==> config.mk <==
export PLATFORM = sky130hd
export DESIGN_NAME = dlp_sequencer
export DESIGN_NICKNAME = d
export VERILOG_FILES = /design/src/pkg/dlp_pkg.sv /design/src/dlp_domain.sv /design/src/dlp_sequencer.sv
export SDC_FILE = /design/constraint.sdc
export NUM_CORES = 1
export LEC_CHECK = 0
export BUFFER_PORTS_ARGS = -buffer_cell sky130_fd_sc_hd__buf_2
export CAP_MARGIN = 10
export CORE_MARGIN = 2
export CORE_UTILIZATION = 35
export DETAILED_ROUTE_END_ITERATION = 10
export GPL_TIMING_DRIVEN = 0
export SYNTH_ARGS = -nofsm -noshare
export SYNTH_HDL_FRONTEND = slang
export SYNTH_SLANG_ARGS = --single-unit
==> constraint.sdc <==
create_clock -name clk_in -period 1.6 [get_ports clk_in]
set_input_delay 0.32 -clock clk_in [delete_from_list [all_inputs] [get_ports clk_in]]
set_output_delay 0.32 -clock clk_in [all_outputs]
set_load 0.01 [all_outputs]
==> src/pkg/dlp_pkg.sv <==
// dlp_pkg: shared constants and types for the low-power reset sequencer
// assumes a single 10 MHz clock and active-low asynchronous reset
`default_nettype none
package dlp_pkg;
  // domain power modes
  typedef enum logic [1:0] {
    DLP_DOM_ACTIVE   = 2'h0,
    DLP_DOM_BUSHALT  = 2'h1,
    DLP_DOM_PWRDOWN  = 2'h2
  } dlp_dom_t;
  // system modes
  typedef enum logic [1:0] {
    DLP_SYS_RUN     = 2'h0,
    DLP_SYS_STOP    = 2'h1,
    DLP_SYS_STANDBY = 2'h2
  } dlp_sys_t;
  // cpu modes
  typedef enum logic [1:0] {
    DLP_CPU_RUN      = 2'h0,
    DLP_CPU_CLKHALT  = 2'h1,
    DLP_CPU_SUBHALT  = 2'h2
  } dlp_cpu_t;
  localparam int unsigned DLP_NUM_SRC     = 8;
  localparam logic [7:0]  DLP_SRC_POR     = 8'h01;
  localparam int unsigned DLP_SRC_STBY_BIT = 7;
  // reset stretch length in cycles
  localparam int unsigned DLP_RST_CYCLES  = 4;
  // clock select and gpio mode codes; 0 is the internal high-speed oscillator
  localparam logic [1:0]  DLP_CLK_HSOSC   = 2'h0;
  localparam logic [1:0]  DLP_GPIO_ANALOG = 2'h3;
endpackage
`default_nettype wire

==> src/dlp_domain.sv <==
// dlp_domain: mode tracker for one power domain
// assumes all inputs synchronous to clk_in
`default_nettype none
module dlp_domain
  import dlp_pkg::*;
(
  // clock and reset
  input  wire logic     clk_in,
  input  wire logic     rst_n_in,
  input  wire logic     sys_rst_in,
  // low-power status of parts
  input  wire logic     all_idle_in,
  input  wire logic     pd_req_in,
  input  wire logic     wake_in,
  // resulting mode
  output dlp_pkg::dlp_dom_t mode_out
);
  // mode only deepens when every part idles; wake returns to active
  always_ff @(posedge clk_in or negedge rst_n_in) begin
    if (!rst_n_in) begin
      mode_out <= DLP_DOM_ACTIVE;
    end else if (sys_rst_in || wake_in) begin
      mode_out <= DLP_DOM_ACTIVE;
    end else if (all_idle_in) begin
      mode_out <= pd_req_in ? DLP_DOM_PWRDOWN : DLP_DOM_BUSHALT;
    end
  end
  // any active part leaves the mode as is: no branch taken
endmodule
`default_nettype wire

==> src/dlp_sequencer.sv <==
// dlp_sequencer: cpu, domain and system low-power sequencing with resets
// assumes synchronous inputs; sits in the control domain, which is powered off in standby
//
// Notes on behaviour
// - six low-power states are provided
// - wait instructions, or handler return with the sleep-after-handler flag set, enter halt
// - domain deepens only when all parts idle
// - active part holds domain in current mode
// - stop/standby need no wakeup and halted domains
// - only allowed system/domain mode combinations
// - power-on clears all; system reset keeps some
// - eight sources raise system reset
// - after reset clock select is high-speed oscillator
// - after reset pins come up analog
// - sequencer lives in the control domain; ctrl_domain_on_out turns that domain off in standby
`default_nettype none
module dlp_sequencer
  import dlp_pkg::*;
(
  // clock and power-on reset
  input  wire logic       clk_in,
  input  wire logic       rst_n_in,
  // core signalling
  input  wire logic       wait_interrupt_instruction_in,
  input  wire logic       wait_event_instruction_in,
  input  wire logic       handler_return_in,
  input  wire logic       sleep_after_handler_flag_in,
  input  wire logic       deep_sleep_in,
  input  wire logic       cpu_wake_in,
  // domain peripheral idle status and power-down requests
  input  wire logic       core_periph_idle_in,
  input  wire logic       periph_domain_idle_in,
  input  wire logic       core_pd_req_in,
  input  wire logic       periph_pd_req_in,
  input  wire logic       sys_standby_req_in,
  // wakeup_event_controller
  input  wire logic       wakeup_pending_in,
  input  wire logic       wake_core_in,
  // reset sources
  input  wire logic       brownout_in,
  input  wire logic       external_reset_pin_n_in,
  input  wire logic       window_wdog_in,
  input  wire logic       indep_wdog_in,
  input  wire logic       sw_reset_in,
  input  wire logic       lp_security_in,
  // mode outputs
  output dlp_pkg::dlp_cpu_t cpu_mode_out,
  output dlp_pkg::dlp_dom_t core_domain_mode_out,
  output dlp_pkg::dlp_dom_t periph_domain_mode_out,
  output dlp_pkg::dlp_dom_t ctrl_domain_mode_out,
  output dlp_pkg::dlp_sys_t sys_mode_out,
  output logic            sys_clk_en_out,
  // reset and after-reset defaults
  output logic            sys_rst_out,
  output logic [7:0]      rst_cause_out,
  output logic [1:0]      clk_sel_out,
  output logic [1:0]      gpio_mode_out,
  output logic            ctrl_domain_on_out
);
  // ******************************************************
  // reset source collection
  // ******************************************************
  logic [7:0] next_src;
  logic       por_pulse;
  logic       standby_exit;
  logic [2:0] rst_cnt;
  dlp_dom_t   core_mode;
  dlp_dom_t   periph_mode;
  // por is seen as the first cycle after release
  always_ff @(posedge clk_in or negedge rst_n_in) begin
    if (!rst_n_in) begin
      por_pulse <= 1'b1;
    end else begin
      por_pulse <= 1'b0;
    end
  end
  // eight sources collected into one vector
  always_comb begin
    next_src = {standby_exit, lp_security_in, sw_reset_in, indep_wdog_in,
                window_wdog_in, ~external_reset_pin_n_in, brownout_in,
                por_pulse};
  end
  // stretch reset for a fixed count so all logic sees it
  always_ff @(posedge clk_in or negedge rst_n_in) begin
    if (!rst_n_in) begin
      rst_cnt     <= 3'(DLP_RST_CYCLES);
      sys_rst_out <= 1'b1;
    end else if (|next_src) begin
      rst_cnt     <= 3'(DLP_RST_CYCLES);
      sys_rst_out <= 1'b1;
    end else if (rst_cnt != 3'h0) begin
      rst_cnt     <= rst_cnt - 3'h1;
      sys_rst_out <= 1'b1;
    end else begin
      sys_rst_out <= 1'b0;
    end
  end
  // cause record is status: kept across system reset, cleared by por
  always_ff @(posedge clk_in or negedge rst_n_in) begin
    if (!rst_n_in) begin
      rst_cause_out <= DLP_SRC_POR;
    end else if (|next_src) begin
      rst_cause_out <= next_src;
    end
  end

  // ******************************************************
  // after-reset defaults
  // ******************************************************
  // software would change these later; block only restores them
  always_ff @(posedge clk_in or negedge rst_n_in) begin
    if (!rst_n_in) begin
      clk_sel_out   <= DLP_CLK_HSOSC;
      gpio_mode_out <= DLP_GPIO_ANALOG;
    end else if (sys_rst_out) begin
      clk_sel_out   <= DLP_CLK_HSOSC;
      gpio_mode_out <= DLP_GPIO_ANALOG;
    end
  end
  // control domain powered in every system mode except standby
  always_ff @(posedge clk_in or negedge rst_n_in) begin
    if (!rst_n_in) begin
      ctrl_domain_on_out <= 1'b1;
    end else begin
      ctrl_domain_on_out <= (sys_mode_out != DLP_SYS_STANDBY);
    end
  end

  // ******************************************************
  // cpu low-power state
  // ******************************************************
  logic cpu_sleep_trig;
  assign cpu_sleep_trig = wait_interrupt_instruction_in |
                          wait_event_instruction_in |
                          (handler_return_in & sleep_after_handler_flag_in);

  always_ff @(posedge clk_in or negedge rst_n_in) begin
    if (!rst_n_in) begin
      cpu_mode_out <= DLP_CPU_RUN;
    end else if (sys_rst_out || cpu_wake_in || wake_core_in) begin
      cpu_mode_out <= DLP_CPU_RUN;
    end else if (cpu_mode_out == DLP_CPU_RUN && cpu_sleep_trig) begin
      cpu_mode_out <= deep_sleep_in ? DLP_CPU_SUBHALT
                                    : DLP_CPU_CLKHALT;
    end
  end

  // ******************************************************
  // domains
  // ******************************************************
  logic core_idle;
  logic periph_idle;
  logic wake_stop;
  assign core_idle   = (cpu_mode_out != DLP_CPU_RUN) & core_periph_idle_in;
  assign periph_idle = periph_domain_idle_in;
  assign wake_stop   = wakeup_pending_in & (sys_mode_out == DLP_SYS_STOP);

  dlp_domain u_core (
    .clk_in      (clk_in),
    .rst_n_in    (rst_n_in),
    .sys_rst_in  (sys_rst_out),
    .all_idle_in (core_idle),
    .pd_req_in   (core_pd_req_in),
    .wake_in     (wake_stop & wake_core_in),
    .mode_out    (core_mode)
  );
  dlp_domain u_periph (
    .clk_in      (clk_in),
    .rst_n_in    (rst_n_in),
    .sys_rst_in  (sys_rst_out),
    .all_idle_in (periph_idle),
    .pd_req_in   (periph_pd_req_in),
    .wake_in     (wake_stop & ~wake_core_in),
    .mode_out    (periph_mode)
  );

  // domain modes registered again so outputs come from flops
  always_ff @(posedge clk_in or negedge rst_n_in) begin
    if (!rst_n_in) begin
      core_domain_mode_out   <= DLP_DOM_ACTIVE;
      periph_domain_mode_out <= DLP_DOM_ACTIVE;
    end else begin
      core_domain_mode_out   <= core_mode;
      periph_domain_mode_out <= periph_mode;
    end
  end

  // ******************************************************
  // system mode
  // ******************************************************
  logic doms_low;
  logic doms_off;
  assign doms_low = (core_mode != DLP_DOM_ACTIVE) &
                    (periph_mode != DLP_DOM_ACTIVE);
  assign doms_off = (core_mode == DLP_DOM_PWRDOWN) &
                    (periph_mode == DLP_DOM_PWRDOWN);

  always_ff @(posedge clk_in or negedge rst_n_in) begin
    if (!rst_n_in) begin
      sys_mode_out <= DLP_SYS_RUN;
      standby_exit <= 1'b0;
    end else if (sys_rst_out) begin
      sys_mode_out <= DLP_SYS_RUN; // domains are reset as well
      standby_exit <= 1'b0;
    end else begin
      standby_exit <= 1'b0;
      unique case (sys_mode_out)
        DLP_SYS_RUN: begin
          if (!wakeup_pending_in && doms_low && !sys_rst_out) begin
            if (sys_standby_req_in && doms_off) begin
              sys_mode_out <= DLP_SYS_STANDBY;
            end else begin
              sys_mode_out <= DLP_SYS_STOP;
            end
          end
        end
        DLP_SYS_STOP: begin
          if (wakeup_pending_in) begin
            sys_mode_out <= DLP_SYS_RUN;
          end
        end
        DLP_SYS_STANDBY: begin
          // leaving standby goes through a system reset
          if (wakeup_pending_in) begin
            sys_mode_out <= DLP_SYS_RUN;
            standby_exit <= 1'b1;
          end
        end
        default: sys_mode_out <= DLP_SYS_RUN;
      endcase
    end
  end
  // control domain mode and system clock follow system mode
  always_ff @(posedge clk_in or negedge rst_n_in) begin
    if (!rst_n_in) begin
      ctrl_domain_mode_out <= DLP_DOM_ACTIVE;
      sys_clk_en_out       <= 1'b1;
    end else begin
      unique case (sys_mode_out)
        DLP_SYS_STOP:    ctrl_domain_mode_out <= DLP_DOM_BUSHALT;
        DLP_SYS_STANDBY: ctrl_domain_mode_out <= DLP_DOM_PWRDOWN;
        default:         ctrl_domain_mode_out <= DLP_DOM_ACTIVE;
      endcase
      sys_clk_en_out <= (sys_mode_out == DLP_SYS_RUN);
    end
  end
endmodule
`default_nettype wire

### Word level (Yosys, flattened, before mapping)

Index checks and enable logic that the tools add are counted.

| word-level totals | value |
|---|---|
| input port bits | 21 |
| logic and storage cells | 78 |
| output and inout bits | 25 |
| register bits after elaboration | 30 |

| cells by class | value |
|---|---|
| equality and inequality tests | 7 |
| bitwise operators | 11 |
| $add $sub $neg | 1 |
| multiplexer cells | 22 |
| reductions and logical operators | 23 |

Operator list:

| operator | number |
|---|---|
| $mux 2 | 13 |
| $reduce_bool 2->1 | 7 |
| $pmux 2 s2 | 2 |
| $reduce_or 8->1 | 1 |
| $and 1x1->1 | 7 |
| $eq 2x2->1 const B | 3 |
| $mux 3 | 2 |
| $mux 1 | 5 |
| $logic_and 1x1->1 | 4 |
| $logic_not 2->1 | 2 |
| $logic_or 1x1->1 | 4 |
| $ne 3x1->1 const B | 1 |
| $ne 3x3->1 const B | 1 |
| $reduce_bool 3->1 | 1 |
| $sub 3x1->3 const B | 1 |
| $eq 2x1->1 const B | 1 |
| $logic_not 1->1 | 2 |
| $ne 2x2->1 const B | 1 |
| $not 1->1 | 2 |
| $or 1x1->1 | 2 |
| $reduce_and 2->1 | 1 |
| $reduce_or 2->1 | 1 |

### Depth between registers and ports, before layout

Gate-level depths: netlist of run 1.

| depth | value |
|---|---|
| depth in word-level cells | 7 |
| depth in mapped cells | 5 |
| gate-level depth less buffers | 5 |

### Hierarchy

Synthesis of run 1 repeated with hierarchy kept, for this count alone.

| second synthesis, totals | value |
|---|---|
| cells, all modules | 106 |
| area total of the unflattened synthesis | 1323.8 sq um |

Modules (own cells, without submodules):

| module | times used | area an instance (sq um) | seq. area each (sq um) | cells each |
|---|---|---|---|---|
| dlp_sequencer | 1 | 1128.6 | 658.1 | 92 |
| dlp_domain | 2 | 97.6 | 50.0 | 7 |

### Least setup slack after synthesis of run 1

No wires, ideal clock.

| timing path | value |
|---|---|
| kind | register to register |
| start | reg sys_mode_out[0] |
| end | reg sys_mode_out[0] |
| arrival | 1.207 ns |
| setup time | 0.134 ns |
| path slack | 0.259 ns |
| path buffers | 0 |
| stages on the path, launching flop included | 6 |
| data required time | 1.466 ns |
| period minus slack after synthesis | 1.341 ns |
| cells stage by stage | dfrtp_1 inv_1 ha_1 nor2_1 o221ai_1 mux2i_1 |

| between the ends | value |
|---|---|
| cells in the longest elaborated chain, start to end | 4 |
| elaborated cells on any way between the ends | 9 |
| classes of those cells | 4 x eq/ne; 2 x mux; 3 x reduce/logical |

RTL lines:

| element | RTL line | RTL |
|---|---|---|
| from (decl) | dlp_sequencer.sv:51 | `output dlp_pkg::dlp_sys_t sys_mode_out,` |
| from (signal assigned) | dlp_sequencer.sv:200 | `sys_mode_out <= DLP_SYS_RUN;` |
| from (signal assigned) | dlp_sequencer.sv:203 | `sys_mode_out <= DLP_SYS_RUN;` |
| from (signal assigned) | dlp_sequencer.sv:211 | `sys_mode_out <= DLP_SYS_STANDBY;` |
| $eq 2x1->1 / $eq 2x2->1 (equally long branches) | dlp_sequencer.sv:207 | `unique case (sys_mode_out)` |
| $reduce_or 2->1 (no line) | - |  |
| $pmux 2 s2 / $ne 3x1->1 (equally long branches) | - |  |
| $mux 2 / $reduce_and 2->1 (equally long branches) | - |  |

Several ways; a longest one is shown, not always the timed one.
A chain may end at the register's enable or synchronous reset.

### Worst setup path after layout of run 1

Same ends and word-level chain as after synthesis.

==> results.py, run 1 <==
metrics = {
    "status": {
        "status": "complete, no violations",
    },
    "sta": {
        "worst_clock_skew_ns": 0.007283,
        "hold_viol_final": 0,
        "max_freq_ghz": 0.7004,
        "slew_headroom_pct": 55.97,
        "setup_tns_ns": 0,
        "worst_pin_slew_ns": 0.6604,
        "min_period_ns": 1.428,
        "post-route-period-util_pct": 89.24,
        "worst_slack_ns": 0.1722,
        "maxSlewViolCount": 0,
        "setup_viol": 0,
        "rsz0062_at_grt": "no",
    },
    "synth": {
        "synth_top_family_by_area": "compound AO/OA/AOI/OAI gates",
        "synth_xor_area_share_pct": 0.6790,
        "synth-adder-area-share_pct": 6.790,
        "muxShareOfSynthArea_pct": 2.328,
        "yosys.area.top_type": "dfrtp_1",
        "synth.avg_cell_area_um2": 12.06,
        "yosysTopAreaCellShare_pct": 46.56,
        "synth_warnings": 0,
        "ys_ff_latch": 30,
        "netlist_top_cells_area": "dfrtp_1 47%, dfstp_2 12%, ha_1 6.8%",
        "synth_cell_types": 31,
        "seq_area_frac_synth_pct": 58.78,
        "netlist_area_um2": 1290,
        "syn_inst": 107,
        "synth_compound_area_share_pct": 13.19,
        "synthSimpleGateAreaFrac_pct": 11.83,
    },
    "place": {
        "post-place-ws_ns": 0.1644,
        "port_buffers": 41,
        "hpwl_mm": 1.814,
        "gp_congestion": 0.7102,
    },
    "cells_and_area": {
        "multi_input_area_um2": 467.9,
        "drive_above_1_share_pct": 44.03,
        "layout.nets": 186,
        "final_util_pct": 45.94,
        "fillers": 370,
        "regArea_um2": 758.2,
        "area_growth_pct": 28.42,
        "diodes": 0,
    },
    "clock_tree": {
        "cts_tree": "yes",
        "numCtsBuffers": 5,
        "clockBufferDepth": 2,
        "clock_sinks": 30,
        "cts_root_buf": "clkbuf_8",
        "clk_pin_slew_worst_paths_ns": 0.06,
        "cts.htree.levels": 2,
        "post-cts-setup-buffers": 0,
        "cts_resized": 0,
        "clock_latency_ns": 0.27,
        "hold_buffers": 0,
    },
    "setup_path": {
        "slowest_delay_ns": 0.42,
        "cp_top_family": "flip-flops",
        "timing.rr.start": "sys_mode_out[0]$_DFFE_PN0P_",
        "cp-start-kind": "flip-flop",
        "crit_chain": "inv_1 > ha_1 > nor2_1 > o221ai_1 > mux2i_1",
        "critPathMaxFanout": 5,
        "worst-path-stages": 5,
        "path_class": "reg2reg",
        "path_buf_inv": 1,
        "worst_ep_required_time_ns": 1.74,
        "arrival_ns": 1.57,
        "slowest_stage": "dfrtp_1",
        "rrSetupSlack_ns": 0.17,
        "r2r_cells": 5,
        "end_kind": "flip-flop",
        "r2r_end": "sys_mode_out[0]$_DFFE_PN0P_",
    },
    "global_route": {
        "use_met1_pct": 15.66,
        "grt_overflow": 0,
        "top_usage_layer": "met2",
        "grt_start_max_net_pins": 31,
        "antenna_found_initial": 0,
        "grt_pass1_wl_mm": 4.077,
        "grt_usage_pct": 13.07,
        "grt_pass1_vias": 969,
        "grt_use_met3_pct": 4.340,
        "grt_use_met2_pct": 21.01,
    },
    "floorplan": {
        "dieArea_um2": 4187,
        "die_h_um": 64.71,
        "num_rows": 22,
        "initial_utilization_pct": 35.77,
        "floorplan.core_area_um2": 3606,
        "die_w_um": 64.71,
        "ios": 46,
    },
    "routing": {
        "drt_wl_total_mm": 2.409,
        "drt-initial-drc-count": 27,
        "wl_per_cell_um": 11.64,
        "drc_errors": 0,
        "first_pass_iters": 4,
        "num_vias": 924,
        "via_per_inst": 4.464,
        "ant_nets": 0,
    },
    "worst_hold_path": {
        "holdCritPathClass": "in2async",
    },
    "power_and_ir_drop": {
        "peakVddDrop_mv": 0.4459,
        "power_density_nw_per_um2": 890.9,
        "leakage_nw": 0.8590,
        "p_total_mw": 1.476,
    },
    "run": {
        "drv_cap": 0,
    },
}
registers in the layout, summed over array words and instances, names as in the netlist, 2 cells and up:
| register | cells |
|---|---|
| rst_cause_out | 8 |
| rst_cnt | 3 |
| core_domain_mode_out | 2 |
| cpu_mode_out | 2 |
| ctrl_domain_mode_out | 2 |
| periph_domain_mode_out | 2 |
| sys_mode_out | 2 |
| u_core.mode_out | 2 |
| u_periph.mode_out | 2 |
worst max path at each step:
stage                                      from                           to
floorplan           sys_mode_out[0]$_DFFE_PN0P_  sys_mode_out[0]$_DFFE_PN0P_
global placement    sys_mode_out[0]$_DFFE_PN0P_  sys_mode_out[0]$_DFFE_PN0P_
detailed placement  sys_mode_out[0]$_DFFE_PN0P_  sys_mode_out[0]$_DFFE_PN0P_
CTS                 sys_mode_out[0]$_DFFE_PN0P_  sys_mode_out[0]$_DFFE_PN0P_
global route        sys_mode_out[0]$_DFFE_PN0P_  sys_mode_out[0]$_DFFE_PN0P_
finish              sys_mode_out[0]$_DFFE_PN0P_  sys_mode_out[0]$_DFFE_PN0P_
Yosys cell counts, drive strengths merged:
cell type	instances
nor2b	3
o221ai	1
nor4bb	1
nand2b	3
a21o	7
nand4b	1
a31o	1
and4b	1
nor3b	1
nand2	6
nor4	3
dfstp	6
o21ai	4
dfrtp	24
a31oi	1
ha	7
a21oi	4
clkbuf	1
o211a	1
conb	2
or2	1
buf	5
and2	1
o21bai	1
a211o	2
nor2	6
mux2i	3
inv	8
a21bo	1
xnor2	1
layer usage:
metal	vias up	routed length, µm
li1	455	-
met1	433	1056
met2	32	1166
met3	4	155
met4	0	31
met5	-	0
where the power goes:
part	leakage (nW)	internal (mW)	total, mW	switching (mW)
Sequential	0.385	0.773	0.778	0.00531
Combinational	0.429	0.0440	0.0914	0.0475
Clock	0.0455	0.350	0.606	0.256
worst register-to-register path, stage by stage, from the launching register on:
cell	delay, ns
dfrtp_1	0.42
inv_1	0.10
ha_1	0.31
nor2_1	0.10
o221ai_1	0.19
mux2i_1	0.18
cells by family (layout without fill, tap and decap cells):
logic type / count (synthesis) / count (layout)
DFF: 30 / 30
and+or+nand+nor: 27 / 27
AOI/OAI and AO/OA: 23 / 23
buffers and inverters: 14 / 63
adders and majority gates: 7 / 7
muxes: 3 / 3
other: 2 / 5
xor gates and xnor gates: 1 / 1
stage by stage:
step           hold slack [ns]  std cells  area (µm²)
6_report               0.07185        207        1657
3_5_place_dp            0.3914        199        1567
4_1_cts                0.09195        207        1657
2_1_floorplan          0.02441        110        1301
3_3_place_gp            0.3842        199        1567
5_1_grt                 0.1240        207        1657
placed cells by master, fill, tap and decap left out, types with 2 or more instances in the layout:
master    count
a211o_1       2
nor4_1        3
o21ai_0       4
conb_1        5
clkbuf_8      6
nand2_1       6
nand2b_1      3
a21o_2        7
dfrtp_1      24
buf_2        41
nor2b_1       3
buf_4         4
nor2_1        6
a21oi_1       4
mux2i_1       3
inv_1         8
dfstp_2       6
clkbuf_1      3
ha_1          7
layout make-up:
class / count / area share, %
Timing Repair Buffer: 41 / 12.39
Sequential cell: 30 / 45.77
Inverter: 8 / 1.813
Tap cell: 48 / 3.625
Multi-Input combinational cell: 66 / 28.25
Clock buffer: 8 / 5.438
Buffer: 6 / 2.719
Note: power is estimated with default switching activity, not from simulation.
==> inputs of run 2 (changes only) <==
- CORE_ASPECT_RATIO: not set -> 1.4
- GPL_ROUTABILITY_DRIVEN: not set -> 0
==> results.py, run 2 (same netlist as run 1, synthesis figures left out) <==
metrics = {
    "status": {
        "status": "complete, no violations",
    },
    "power_and_ir_drop": {
        "power.switching_mw": 0.3322,
        "sw_frac_of_total_pct": 20.68,
        "leakage_nw": 0.8714,
        "peakVddDrop_mv": 0.5884,
        "pwr-share-clk_pct": 45.8,
        "power_density_nw_per_um2": 962.9,
        "internal-power_mw": 1.274,
        "power_frac_comb_pct": 5.7,
        "seqPwrFrac_pct": 48.4,
    },
    "setup_path": {
        "slowest_delay_ns": 0.41,
        "cp-start-kind": "flip-flop",
        "arrival_ns": 1.56,
        "worst_ep_required_time_ns": 1.75,
        "critPathMaxFanout": 5,
        "path_class": "reg2reg",
        "slowest_stage": "dfrtp_1",
        "end_kind": "flip-flop",
        "crit_chain": "inv_1 > ha_1 > nor2_1 > o221ai_1 > mux2i_1",
    },
    "clock_tree": {
        "clockBufferDepth": 2,
        "hold_buffers": 0,
        "clk_pin_slew_worst_paths_ns": 0.06,
        "clock_latency_ns": 0.28,
        "cts_root_buf": "clkbuf_8",
        "clock_sinks": 30,
        "cts_resized": 0,
        "post-cts-setup-buffers": 0,
        "cts.htree.levels": 2,
        "cts_tree": "yes",
        "numCtsBuffers": 5,
    },
    "global_route": {
        "grt_usage_pct": 13.10,
        "grt_start_max_net_pins": 31,
        "antenna_found_initial": 0,
        "grt_pass1_wl_mm": 4.215,
        "grt_pass1_vias": 955,
        "grt_overflow": 0,
    },
    "sta": {
        "worst_clock_skew_ns": 0.003975,
        "worst_pin_slew_ns": 0.6396,
        "setup_tns_ns": 0,
        "slew_headroom_pct": 57.36,
        "maxSlewViolCount": 0,
        "setup_viol": 0,
        "hold_viol_final": 0,
        "post-route-period-util_pct": 88.10,
        "hold-worst-slack_ns": 0.05793,
        "rsz0062_at_grt": "no",
        "min_period_ns": 1.410,
        "worst_slack_ns": 0.1904,
        "max_freq_ghz": 0.7094,
    },
    "place": {
        "post-place-ws_ns": 0.08309,
        "placed_area_um2": 1559,
        "port_buffers": 41,
        "hpwl_mm": 1.983,
        "placed_cells": 193,
    },
    "cells_and_area": {
        "area_growth_pct": 29.29,
        "drive_above_1_share_pct": 45.28,
        "final_cell_mix": "41 x buf_2, 24 x dfrtp_1, 8 x inv_1",
        "largest_reg_flops": 8,
        "layout.nets": 186,
        "fillers": 353,
        "diodes": 0,
        "reg_top3": "rst_cause_out: 8 flops, rst_cnt: 3 flops",
        "registers.top_by_ff_count": "rst_cause_out",
        "layout_commonest_cell": "buf_2",
        "design_area_um2": 1668,
        "stdcell_count": 201,
    },
    "worst_hold_path": {
        "holdCritPathClass": "in2async",
    },
    "routing": {
        "first_pass_iters": 4,
        "drc_errors": 0,
        "wl_per_cell_um": 12.34,
        "num_vias": 949,
        "ant_nets": 0,
        "via_per_inst": 4.721,
        "drt-initial-drc-count": 37,
        "drt_wl_total_mm": 2.481,
    },
    "floorplan": {
        "die_w_um": 55.31,
        "num_rows": 26,
        "floorplan.core_area_um2": 3578,
        "ios": 46,
        "die_h_um": 75.84,
        "dieArea_um2": 4194,
        "initial_utilization_pct": 36.05,
    },
    "run": {
        "drv_cap": 0,
    },
}
==> run 2: cell types whose count changed in the layout (fill, tap and decap cells not counted) <==
cell       previous run  this run
clkbuf_1              3         1
clkbuf_8              6         5
bufinv_16             0         1
clkinv_2              0         2
==> run 2: final cells by class <==
class                   count  area [µm²]  area share, %
flip-flops and latches     30       758.2          45.46
multi-input cells          66       467.9          28.06
repair buffers             41       205.2          12.30
clock buffers               5       68.82          4.126
well taps                  42       52.55          3.151
plain buffers               6       45.04          2.701
clock inverters             3       40.04          2.401
inverters                   8       30.03          1.800
==> run 2: critical path, delay by kind of cell, from the launching register on <==
kind / cells / cell delay, ns
simple gates: 1 / 0.10
buf+inv: 1 / 0.10
fa+ha+maj: 1 / 0.31
flops: 1 / 0.41
compound gates: 1 / 0.18
mux: 1 / 0.17
==> run 2: per-layer routing <==
layer / global-route usage [%] / part of all wire, % / up-vias
met5: 0 / 0 / -
met4: 4.878 / 1.5 / 0
met3: 4.924 / 7.8 / 7
met2: 25.13 / 54 / 43
met1: 12.94 / 37 / 446
li1: - / - / 453
==> run 2: through the flow <==
stage / utilization, % / total power, mW
2_1_floorplan: - / 0.8275
5_1_grt: 46.61 / 1.674
6_report: 46.61 / 1.606
3_3_place_gp: 43.57 / 0.8813
4_1_cts: 46.61 / 1.630
3_5_place_dp: 43.57 / 0.8857
==> run 2: power groups by stage <==
stage / logic (mW) / registers (mW) / clock network, mW
2_1_floorplan: 0.0316 / 0.796 / 0
3_3_place_gp: 0.0908 / 0.791 / 0
3_5_place_dp: 0.0941 / 0.792 / 0
4_1_cts: 0.0944 / 0.778 / 0.758
5_1_grt: 0.105 / 0.779 / 0.790
6_report: 0.0920 / 0.778 / 0.736
==> run 2: worst paths after layout <==
path	startpoint	endpoint	slack, ns	cells past startpoint
max in group asynchronous	rst_n_in	ctrl_domain_mode_out[0]$_DFF_PN0_	1.12	1
setup reg to reg	sys_mode_out[0]$_DFFE_PN0P_	sys_mode_out[1]$_DFFE_PN0P_	0.19	5
hold reg to reg	u_core.mode_out[0]$_DFFE_PN0P_	core_domain_mode_out[0]$_DFF_PN0_	0.44	0
hold / removal	rst_n_in	rst_cause_out[4]$_DFFE_PN0P_	0.06	1
min in group clk_in	cpu_wake_in	cpu_mode_out[0]$_DFFE_PN0P_	0.21	2
setup / recovery	sys_mode_out[0]$_DFFE_PN0P_	sys_mode_out[1]$_DFFE_PN0P_	0.19	5
